**src/hw/apg_defs.vh**
```
`ifndef APG_DEFS_VH
`define APG_DEFS_VH

// operand codes, one space shared by both operand sets
`define APG_OP_PLAIN      5'h00
`define APG_OP_POSTINC    5'h01
`define APG_OP_POSTDEC    5'h02
`define APG_OP_PREINC     5'h03
`define APG_OP_PREDEC     5'h04
`define APG_OP_ADD_P0     5'h05
`define APG_OP_ADD_T0     5'h06
`define APG_OP_SUB_P0     5'h07
`define APG_OP_SUB_T0     5'h08
`define APG_OP_OFS_P0     5'h09
`define APG_OP_OFS_T0     5'h0A
`define APG_OP_OFS_T1     5'h0B
`define APG_OP_ADD_T1     5'h0C
`define APG_OP_SUB_T1     5'h0D
`define APG_OP_BRADD_P0   5'h0E
`define APG_OP_BRADD_T0   5'h0F
`define APG_OP_BRSUB_P0   5'h10
`define APG_OP_BRSUB_T0   5'h11
`define APG_OP_OFS_K16    5'h12
`define APG_OP_PREADD_K16 5'h13
`define APG_OP_OFS_K3     5'h14

// access kinds
`define APG_KIND_DATA     2'h0
`define APG_KIND_IO       2'h1
`define APG_KIND_BIT      2'h2

// register classes a bit access may target
`define APG_TGT_ACC       2'h0
`define APG_TGT_AUX       2'h1
`define APG_TGT_TMP       2'h2
`define APG_TGT_NONE      2'h3

// pointer file layout
`define APG_PTR_W         23
`define APG_PTR_N         9
`define APG_PTR_COEF      4'h8
`define APG_PTR_RST       23'h000000
`define APG_LOW_W         16

`endif

```
**src/hw/apg_ptr_file.v**
```verilog
`timescale 1ns/100ps
`include "apg_defs.vh"

module apg_ptr_file (
  // clock and reset
  input  wire                              clk_in,
  input  wire                              rst_in,
  // software load port
  input  wire                              load_en_in,
  input  wire                              load_full_in,
  input  wire [3:0]                        load_sel_in,
  input  wire [`APG_PTR_W-1:0]             load_data_in,
  // lane x update
  input  wire                              x_we_in,
  input  wire [3:0]                        x_sel_in,
  input  wire [`APG_PTR_W-1:0]             x_data_in,
  // lane y update
  input  wire                              y_we_in,
  input  wire [3:0]                        y_sel_in,
  input  wire [`APG_PTR_W-1:0]             y_data_in,
  // all pointers, entry i at [i*23 +: 23]
  output wire [`APG_PTR_W*`APG_PTR_N-1:0]  ptrs_out
);

  reg [`APG_PTR_W-1:0] ptr_r [0:`APG_PTR_N-1];
  integer i;

  always @(posedge clk_in) begin
    for (i = 0; i < `APG_PTR_N; i = i + 1) begin
      if (rst_in) begin
        ptr_r[i] <= `APG_PTR_RST;
      end else if (load_en_in && load_sel_in == i[3:0]) begin
        // high part only ever written together with the low part
        if (load_full_in) begin
          ptr_r[i] <= load_data_in;
        end else begin
          ptr_r[i][`APG_LOW_W-1:0] <= load_data_in[`APG_LOW_W-1:0];
        end
      end else if (x_we_in && x_sel_in == i[3:0]) begin
        ptr_r[i] <= x_data_in;
      end else if (y_we_in && y_sel_in == i[3:0]) begin
        ptr_r[i] <= y_data_in;
      end
    end
  end

  genvar g;
  generate
    for (g = 0; g < `APG_PTR_N; g = g + 1) begin : flat
      assign ptrs_out[g*`APG_PTR_W +: `APG_PTR_W] = ptr_r[g];
    end
  endgenerate

endmodule

```
**src/hw/apg_agen.v**
```verilog
`timescale 1ns/100ps
`include "apg_defs.vh"

module apg_agen (
  // clock and reset
  input  wire        CLK_IN,
  input  wire        RST_IN,
  // status and circular configuration
  input  wire        POINTER_MODE_SELECT_IN,
  input  wire        LEGACY_COMPAT_BIT_IN,
  input  wire [8:0]  CIRC_EN_IN,
  input  wire [15:0] BUFFER_START_PAIR01_IN,
  input  wire [15:0] BUFFER_START_PAIR23_IN,
  input  wire [15:0] BUFFER_START_PAIR45_IN,
  input  wire [15:0] BUFFER_START_PAIR67_IN,
  input  wire [15:0] BUFFER_START_COEF_IN,
  input  wire [15:0] BUF_SIZE_03_IN,
  input  wire [15:0] BUF_SIZE_47_IN,
  input  wire [15:0] BUF_SIZE_COEF_IN,
  // index registers
  input  wire [15:0] TEMP_INDEX_ZERO_IN,
  input  wire [15:0] TEMP_INDEX_ONE_IN,
  // operand lane x
  input  wire        X_VALID_IN,
  input  wire [3:0]  X_SEL_IN,
  input  wire [4:0]  X_OP_IN,
  input  wire [1:0]  X_KIND_IN,
  input  wire        X_WIDE_IN,
  input  wire [1:0]  X_BIT_TGT_IN,
  input  wire [15:0] X_K16_IN,
  input  wire [2:0]  X_K3_IN,
  // operand lane y, dual access
  input  wire        Y_VALID_IN,
  input  wire [2:0]  Y_SEL_IN,
  input  wire [4:0]  Y_OP_IN,
  input  wire        Y_WIDE_IN,
  // pointer load
  input  wire        LOAD_LOW_IN,
  input  wire        LOAD_EXT_IN,
  input  wire [3:0]  LOAD_SEL_IN,
  input  wire [22:0] LOAD_DATA_IN,
  // pointer readback
  input  wire [3:0]  RD_SEL_IN,
  // addresses
  output wire [22:0] X_ADDR_OUT,
  output wire        X_ADDR_VALID_OUT,
  output wire [22:0] Y_ADDR_OUT,
  output wire        Y_ADDR_VALID_OUT,
  // status
  output reg         X_REJECT_OUT,
  output reg         Y_REJECT_OUT,
  output reg         UPDATE_DONE_OUT,
  output reg  [22:0] RD_DATA_OUT
);

  // reverse the bit order of a 16-bit word
  function [15:0] apg_rev16;
    input [15:0] v;
    integer k;
    begin
      for (k = 0; k < 16; k = k + 1) begin
        apg_rev16[k] = v[15-k];
      end
    end
  endfunction
  // step a buffer index inside [0, size); step magnitude below size
  function [15:0] apg_circ;
    input [15:0] idx;
    input        sub;
    input [15:0] d;
    input [15:0] size;
    reg   [17:0] dx;
    reg   [17:0] s;
    begin
      dx = sub ? (18'h00000 - {{2{d[15]}}, d}) : {{2{d[15]}}, d};
      s = {2'h0, idx} + dx;
      if (s[17]) begin
        s = s + {2'h0, size};
      end else if (s >= {2'h0, size}) begin
        s = s - {2'h0, size};
      end
      apg_circ = s[15:0];
    end
  endfunction
  // result: {ok, update, address[22:0], new pointer[22:0]}
  function [47:0] apg_gen;
    input [4:0]  op;
    input        ctl;
    input        compat;
    input [1:0]  kind;
    input        wide;
    input [1:0]  tgt;
    input [22:0] p;
    input        circ;
    input [15:0] bsa;
    input [15:0] size;
    input [15:0] ar0;
    input [15:0] t0;
    input [15:0] t1;
    input [15:0] k16;
    input [2:0]  k3;
    reg          ok, upd, pre, brev, sub;
    reg   [15:0] idx, lo;
    reg   [22:0] dx, mp, eff, addr;
    begin
      ok   = 1'b1;
      upd  = 1'b0;
      pre  = 1'b0;
      brev = 1'b0;
      sub  = 1'b0;
      idx  = 16'h0000;
      case (op)
        `APG_OP_PLAIN: upd = 1'b0;
        `APG_OP_POSTINC: begin
          upd = 1'b1;
          idx = wide ? 16'h0002 : 16'h0001;
        end
        `APG_OP_POSTDEC: begin
          upd = 1'b1;
          sub = 1'b1;
          idx = wide ? 16'h0002 : 16'h0001;
        end
        `APG_OP_PREINC: begin
          upd = 1'b1;
          pre = 1'b1;
          idx = wide ? 16'h0002 : 16'h0001;
          ok  = ~ctl;
        end
        `APG_OP_PREDEC: begin
          upd = 1'b1;
          pre = 1'b1;
          sub = 1'b1;
          idx = wide ? 16'h0002 : 16'h0001;
          ok  = ~ctl;
        end
        `APG_OP_ADD_P0: begin
          upd = 1'b1;
          idx = ar0;
          ok  = compat;
        end
        `APG_OP_ADD_T0: begin
          upd = 1'b1;
          idx = t0;
          ok  = ~compat;
        end
        `APG_OP_SUB_P0: begin
          upd = 1'b1;
          sub = 1'b1;
          idx = ar0;
          ok  = compat;
        end
        `APG_OP_SUB_T0: begin
          upd = 1'b1;
          sub = 1'b1;
          idx = t0;
          ok  = ~compat;
        end
        `APG_OP_OFS_P0: begin
          pre = 1'b1;
          idx = ar0;
          ok  = compat;
        end
        `APG_OP_OFS_T0: begin
          pre = 1'b1;
          idx = t0;
          ok  = ~compat;
        end
        `APG_OP_OFS_T1: begin
          pre = 1'b1;
          idx = t1;
          ok  = ~ctl;
        end
        `APG_OP_ADD_T1: begin
          upd = 1'b1;
          idx = t1;
          ok  = ~ctl;
        end
        `APG_OP_SUB_T1: begin
          upd = 1'b1;
          sub = 1'b1;
          idx = t1;
          ok  = ~ctl;
        end
        `APG_OP_BRADD_P0: begin
          brev = 1'b1;
          upd  = ~circ;
          idx  = ar0;
          ok   = compat & ~ctl;
        end
        `APG_OP_BRADD_T0: begin
          brev = 1'b1;
          upd  = ~circ;
          idx  = t0;
          ok   = ~compat & ~ctl;
        end
        `APG_OP_BRSUB_P0: begin
          brev = 1'b1;
          sub  = 1'b1;
          upd  = ~circ;
          idx  = ar0;
          ok   = compat & ~ctl;
        end
        `APG_OP_BRSUB_T0: begin
          brev = 1'b1;
          sub  = 1'b1;
          upd  = ~circ;
          idx  = t0;
          ok   = ~compat & ~ctl;
        end
        `APG_OP_OFS_K16: begin
          pre = 1'b1;
          idx = k16;
          ok  = (kind != `APG_KIND_IO);
        end
        `APG_OP_PREADD_K16: begin
          upd = 1'b1;
          pre = 1'b1;
          idx = k16;
          ok  = (kind != `APG_KIND_IO);
        end
        `APG_OP_OFS_K3: begin
          pre = 1'b1;
          idx = {13'h0000, k3};
          ok  = ctl & (k3 != 3'h0);
        end
        default: ok = 1'b0;
      endcase
      // bit numbers only into accumulators, pointers, temporaries; kind 3 unused
      if ((kind == `APG_KIND_BIT && tgt == `APG_TGT_NONE) || kind == 2'h3) begin
        ok = 1'b0;
      end
      dx = {{7{idx[15]}}, idx};
      if (brev) begin
        // reverse order makes the carry run from msb toward lsb
        if (sub) begin
          lo = apg_rev16(apg_rev16(p[15:0]) - apg_rev16(idx));
        end else begin
          lo = apg_rev16(apg_rev16(p[15:0]) + apg_rev16(idx));
        end
        mp = {p[22:16], lo};
      end else if (circ) begin
        mp = {p[22:16], apg_circ(p[15:0], sub, idx, size)};
      end else begin
        mp = sub ? (p - dx) : (p + dx);
      end
      eff = pre ? mp : p;
      // io and bit kinds take the low part alone, no page and no start
      addr = {7'h00, eff[15:0]};
      if (kind == `APG_KIND_DATA) begin
        addr = circ ? {eff[22:16], eff[15:0] + bsa} : eff;
      end
      apg_gen = {ok, ok & upd, addr, upd ? mp : p};
    end
  endfunction
  // configuration laid out per pointer index, entry 8 is the coefficient
  wire [143:0] bsa_flat;
  wire [143:0] size_flat;
  wire [206:0] ptrs;
  assign bsa_flat = {BUFFER_START_COEF_IN,
                     BUFFER_START_PAIR67_IN, BUFFER_START_PAIR67_IN,
                     BUFFER_START_PAIR45_IN, BUFFER_START_PAIR45_IN,
                     BUFFER_START_PAIR23_IN, BUFFER_START_PAIR23_IN,
                     BUFFER_START_PAIR01_IN, BUFFER_START_PAIR01_IN};
  assign size_flat = {BUF_SIZE_COEF_IN,
                      BUF_SIZE_47_IN, BUF_SIZE_47_IN,
                      BUF_SIZE_47_IN, BUF_SIZE_47_IN,
                      BUF_SIZE_03_IN, BUF_SIZE_03_IN,
                      BUF_SIZE_03_IN, BUF_SIZE_03_IN};
  wire        x_sel_ok;
  wire [3:0]  x_sel;
  wire [3:0]  y_sel;
  wire [22:0] x_ptr;
  wire [22:0] y_ptr;
  wire [15:0] ar0_val;
  wire [47:0] x_res;
  wire [47:0] y_res;
  wire        x_ok;
  wire        y_ok;
  wire        x_we;
  wire        y_we;
  // selects above the coefficient entry are rejected, not aliased
  assign x_sel_ok = (X_SEL_IN <= `APG_PTR_COEF);
  assign x_sel    = x_sel_ok ? X_SEL_IN : 4'h0;
  assign y_sel    = {1'b0, Y_SEL_IN};
  assign x_ptr    = ptrs[{4'h0, x_sel} * 8'd23 +: 23];
  assign y_ptr    = ptrs[{4'h0, y_sel} * 8'd23 +: 23];
  assign ar0_val  = ptrs[15:0];
  assign x_res = apg_gen(X_OP_IN, POINTER_MODE_SELECT_IN, LEGACY_COMPAT_BIT_IN,
                         X_KIND_IN, X_WIDE_IN, X_BIT_TGT_IN, x_ptr,
                         CIRC_EN_IN[x_sel],
                         bsa_flat[{x_sel, 4'h0} +: 16],
                         size_flat[{x_sel, 4'h0} +: 16],
                         ar0_val, TEMP_INDEX_ZERO_IN, TEMP_INDEX_ONE_IN,
                         X_K16_IN, X_K3_IN);
  // dual operands: same generation, fixed DSP set, data space only
  assign y_res = apg_gen(Y_OP_IN, 1'b0, LEGACY_COMPAT_BIT_IN,
                         `APG_KIND_DATA, Y_WIDE_IN, `APG_TGT_ACC, y_ptr,
                         CIRC_EN_IN[y_sel],
                         bsa_flat[{y_sel, 4'h0} +: 16],
                         size_flat[{y_sel, 4'h0} +: 16],
                         ar0_val, TEMP_INDEX_ZERO_IN, TEMP_INDEX_ONE_IN,
                         16'h0000, 3'h0);
  assign x_ok = X_VALID_IN & x_sel_ok & x_res[47];
  assign y_ok = Y_VALID_IN & y_res[47] & (Y_OP_IN < `APG_OP_OFS_K16);
  assign x_we = x_ok & x_res[46];
  assign y_we = y_ok & y_res[46];
  // combinational so the access can start in the decode cycle
  assign X_ADDR_OUT       = x_res[45:23];
  assign X_ADDR_VALID_OUT = x_ok;
  assign Y_ADDR_OUT       = y_res[45:23];
  assign Y_ADDR_VALID_OUT = y_ok;
  apg_ptr_file u_ptrs (
    .clk_in       (CLK_IN),
    .rst_in       (RST_IN),
    .load_en_in   (LOAD_LOW_IN | LOAD_EXT_IN),
    .load_full_in (LOAD_EXT_IN),
    .load_sel_in  (LOAD_SEL_IN),
    .load_data_in (LOAD_DATA_IN),
    .x_we_in      (x_we),
    .x_sel_in     (x_sel),
    .x_data_in    (x_res[22:0]),
    .y_we_in      (y_we),
    .y_sel_in     (y_sel),
    .y_data_in    (y_res[22:0]),
    .ptrs_out     (ptrs)
  );

  wire [3:0] rd_sel;
  assign rd_sel = (RD_SEL_IN <= `APG_PTR_COEF) ? RD_SEL_IN : 4'h0;
  always @(posedge CLK_IN) begin
    if (RST_IN) begin
      X_REJECT_OUT    <= 1'b0;
      Y_REJECT_OUT    <= 1'b0;
      UPDATE_DONE_OUT <= 1'b0;
      RD_DATA_OUT     <= `APG_PTR_RST;
    end else begin
      X_REJECT_OUT    <= X_VALID_IN & ~x_ok;
      Y_REJECT_OUT    <= Y_VALID_IN & ~y_ok;
      UPDATE_DONE_OUT <= x_we | y_we;
      RD_DATA_OUT     <= ptrs[{4'h0, rd_sel} * 8'd23 +: 23];
    end
  end
endmodule

```
**config.mk**
```make
export PLATFORM = sky130hd
export DESIGN_NAME = apg_agen
export DESIGN_NICKNAME = d
export VERILOG_FILES = /design/src/hw/apg_ptr_file.v /design/src/hw/apg_agen.v
export VERILOG_INCLUDE_DIRS = /design/src /design/src/hw
export SDC_FILE = /design/constraint.sdc
export NUM_CORES = 2
export LEC_CHECK = 0
export CAP_MARGIN = 5
export CORE_ASPECT_RATIO = 0.9
export CORE_UTILIZATION = 55
export CTS_CLUSTER_SIZE = 12
export DETAILED_ROUTE_END_ITERATION = 12
export DONT_BUFFER_PORTS = 1
export PLACE_DENSITY_LB_ADDON = 0.2
export SLEW_MARGIN = 0
export SYNTH_ARGS = -nofsm -noshare
export SYNTH_HDL_FRONTEND = slang
export SYNTH_SLANG_ARGS = --single-unit
```
**constraint.sdc**
```tcl
create_clock -name CLK_IN -period 14.67 [get_ports CLK_IN]
set_input_delay 1.467 -clock CLK_IN [delete_from_list [all_inputs] [get_ports CLK_IN]]
set_output_delay 1.467 -clock CLK_IN [all_outputs]
set_load 0.02 [all_outputs]
```
==> results.json <==
{
  "cell_class_contributing_the_biggest_share_of_worst_path_delay": "compound AO/OA/AOI/OAI gates",
  "placedInstanceArea_um2": 52700,
  "setup_viol": 0,
  "crit_required_ps": 13200,
  "finalHoldViolCount": 0,
  "hold_path.class": "in -> reg",
  "synthArstFlopShare_pct": 0,
  "arrival_time_of_data_at_the_critical_path_endpoint_ps": 12970,
  "drt-vias-per-instance": 7.94,
  "drive_above_1_share_pct": 15.3,
  "final_design_area_no_fill_um2": 54000,
  "netlist_instances": 5700,
  "crit_start": "X_SEL_IN[0]",
  "post_synth.cell_area_avg_um2": 8.99,
  "nets": 5972,
  "detailed_route_wire_length_mm": 269,
  "clkSlewWorstSetupHoldPaths_ps": 70,
  "critical_path_depth": 47,
  "hold_path_depth": 1,
  "clk_root_buffer_cell": "sky130_fd_sc_hd__clkbuf_16",
  "synth_top_flop_cell": "sky130_fd_sc_hd__edfxtp_1",
  "drc": 0,
  "firstDrtPassIters": 13,
  "p_leak_nw": 21.4,
  "synth.ff_latch_count": 233,
  "io-pin-count": 324,
  "area_growth_syn_to_layout_pct": 5.42,
  "status": "completed",
  "start_util_pct": 55.9,
  "min_tclk_post_route_ps": 14440,
  "relSlewSlack_pct": 4.86,
  "reg_to_reg_critical_path_startpoint": "u_ptrs.ptr_r[6][0]",
  "achievable-frequency_mhz": 69.3,
  "yosys.cell_types.count": 117,
  "period_utilisation_layout_pct": 98.4,
  "final_max_slew_viol_count": 0,
  "synth-warning-count": 0,
  "die_width_um": 324,
  "grt_max_degree": 140,
  "post-layout-total-power_mw": 8.19,
  "floorplan.die.height_um": 292,
  "timing_worst_slew_pin_value_ps": 1390,
  "path_class": "in -> out",
  "first_global_vias": 49300,
  "grt.total_usage_pct": 55.2,
  "synthesis.nets": 6224,
  "numClockSinks": 233,
  "synth_seq_area_share_pct": 13.1,
  "rows": 105,
  "placedCellCount": 6639,
  "cap_viol_max_count": 0,
  "via_count": 53500,
  "setup_tns_ps": 0,
  "synth_enable_flop_cells": 207,
  "portBuffers": 0,
  "tritoncts": "yes",
  "timing.critical_path.from_type": "input pin",
  "cpMaxStageDelayCell": "sky130_fd_sc_hd__or4b_2",
  "htree_num_levels": 1,
  "holdCritStartpoint": "RST_IN",
  "crit_path_max_incr_delay_ps": 700,
  "global_route_wire_length_before_repair_mm": 370,
  "critical_path.max_fanout": 41,
  "clock_buffers_created_by_tritoncts": 26,
  "power.ir.vdd_worst_mv": 0.114,
  "worst_hold_slack_ps": 942,
  "detailedPlacementHpwl_mm": 209,
  "ant_nets": 0,
  "area_inside_the_core_boundary_um2": 91700,
  "gpl.final_weighted_congestion": 1.14,
  "overflow": 0,
  "first_iter_violations": 9778,
  "die_area_um2": 94400,
  "cts-hold-fix-buffers": 0,
  "layoutNonFillerInstCount": 6735,
  "synth_area_um2": 51200,
  "critical_path_buf_inv_count": 5,
  "clockBufferDepth": 3,
  "powerDensity_nw_per_um2": 152,
  "worst_clock_skew_ps": 23.4,
  "reg2regPathDepth": 28,
  "initial_antenna_violation_count": 38,
  "worstSkewPairLatency_ps": 600,
  "avgRoutedWirePerCell_um": 39.9,
  "endpoint_kind": "output port"
}
-- cell families (layout without fill, tap and decap cells) --
| kind of cell | after synthesis | after routing | synth area share [%] |
|---|---|---|---|
| mux | 1520 | 1520 | 39.3 |
| simple gates | 1423 | 1423 | 13.0 |
| compound gates | 1365 | 1365 | 18.6 |
| buf+inv | 654 | 422 | 5.11 |
| fa+ha+maj | 275 | 275 | 6.99 |
| flops | 233 | 233 | 13.1 |
| xor+xnor | 229 | 229 | 3.91 |
| other cells | 1 | 38 | 0.00732 |
-- cells in the final DEF, fill, tap and decap left out, types with 58 or more instances in the layout --
cell type and instances:
sky130_fd_sc_hd__mux4_2 385, sky130_fd_sc_hd__nor2b_1 65, sky130_fd_sc_hd__a211oi_1 91, sky130_fd_sc_hd__mux2_2 79, sky130_fd_sc_hd__xnor2_1 161, sky130_fd_sc_hd__edfxtp_1 207
sky130_fd_sc_hd__nor2_1 390, sky130_fd_sc_hd__nor3_1 72, sky130_fd_sc_hd__mux2i_1 1047, sky130_fd_sc_hd__o221ai_1 110, sky130_fd_sc_hd__nand2_1 502, sky130_fd_sc_hd__buf_4 178
sky130_fd_sc_hd__inv_1 166, sky130_fd_sc_hd__o21ai_0 245, sky130_fd_sc_hd__a21oi_1 288, sky130_fd_sc_hd__a21o_1 58, sky130_fd_sc_hd__ha_1 248, sky130_fd_sc_hd__nand3_1 95
-- final timing paths --
check	slack (ps)	end
setup / recovery	230	X_ADDR_OUT[14]
hold / removal	940	Y_REJECT_OUT
setup reg to reg	5130	u_ptrs.ptr_r[5][13]
hold reg to reg	1600	RD_DATA_OUT[14]
-- worst reg2reg max path: cells and delay by family (launching register included) --
family | cells | cell delay [ps]
buf+inv | 3 | 480
flops | 1 | 830
xor+xnor | 1 | 190
mux | 3 | 1800
compound gates | 15 | 4370
fa+ha+maj | 2 | 690
simple gates | 4 | 810
-- state kept, by name, indices dropped and copies added, names as in the netlist --
| name | flops |
|---|---|
| Y_REJECT_OUT | 1 |
| RD_DATA_OUT | 23 |
| UPDATE_DONE_OUT | 1 |
| u_ptrs.ptr_r | 207 |
| X_REJECT_OUT | 1 |
-- routing by layer --
layer	track usage, %	part of all wire, %	vias to the layer above
met2	76.4	40	5002
li1	-	-	21600
met5	0.930	0.12	-
met4	47.0	11	25
met3	26.9	17	1475
met1	63.0	33	25400
-- final cells by class --
type                            count  area (um^2)
Tap cell                         1230         1540
Antenna cell                       37         92.6
Multi-Input combinational cell   4813        42300
Fill cell                        8257        37700
Clock inverter                      8          148
Sequential cell                   233         6740
Clock buffer                       40          737
Inverter                          176          681
Timing Repair Buffer              198         1740
-- stage by stage --
| step | setup WS, ps | util (%) |
|---|---|---|
| 2_1_floorplan | 72.3 | - |
| 3_3_place_gp | 144 | 57.5 |
| 3_5_place_dp | 35.6 | 57.5 |
| 4_1_cts | 4.94 | 58.5 |
| 5_1_grt | -40.4 | 58.9 |
| 6_report | 233 | 58.9 |
-- synthesized netlist by cell type (42+ instances only) --
cell | number | share of area [%]
sky130_fd_sc_hd__xnor2_1 | 170 | 2.9
sky130_fd_sc_hd__nand2_1 | 502 | 3.7
sky130_fd_sc_hd__a31oi_1 | 50 | 0.61
sky130_fd_sc_hd__inv_1 | 169 | 1.2
sky130_fd_sc_hd__nor2_1 | 391 | 2.9
sky130_fd_sc_hd__ha_1 | 255 | 6.2
sky130_fd_sc_hd__o21a_1 | 54 | 0.79
sky130_fd_sc_hd__nor3_1 | 73 | 0.71
sky130_fd_sc_hd__nor2b_1 | 65 | 0.79
sky130_fd_sc_hd__mux2_2 | 79 | 1.7
sky130_fd_sc_hd__a21oi_1 | 294 | 2.9
sky130_fd_sc_hd__clkbuf_1 | 306 | 2.2
sky130_fd_sc_hd__a22oi_1 | 51 | 0.75
sky130_fd_sc_hd__and2_1 | 48 | 0.59
sky130_fd_sc_hd__edfxtp_1 | 207 | 12
sky130_fd_sc_hd__mux2i_1 | 1054 | 21
sky130_fd_sc_hd__nand2b_1 | 59 | 0.72
sky130_fd_sc_hd__mux4_2 | 385 | 17
sky130_fd_sc_hd__xor2_1 | 59 | 1.0
sky130_fd_sc_hd__buf_1 | 112 | 0.82
sky130_fd_sc_hd__and3_1 | 42 | 0.51
sky130_fd_sc_hd__a211oi_1 | 93 | 1.4
sky130_fd_sc_hd__nand3_1 | 95 | 0.93
sky130_fd_sc_hd__o21ai_0 | 247 | 2.4
sky130_fd_sc_hd__a21o_1 | 58 | 0.85
sky130_fd_sc_hd__o221ai_1 | 110 | 1.9
-- power by group --
part | internal (mW) | leakage (nW) | switching [mW]
Combinational | 2.44 | 18.6 | 4.10
Sequential | 0.772 | 2.36 | 0.170
Clock | 0.403 | 0.431 | 0.310
-- what timing repair did --
action | CTS | global route
buffers inserted | 0 | 10
endpoints found under the setup margin | 0 | 5
resized for setup | 0 | 29
Note: power is estimated with default switching activity, not from simulation.
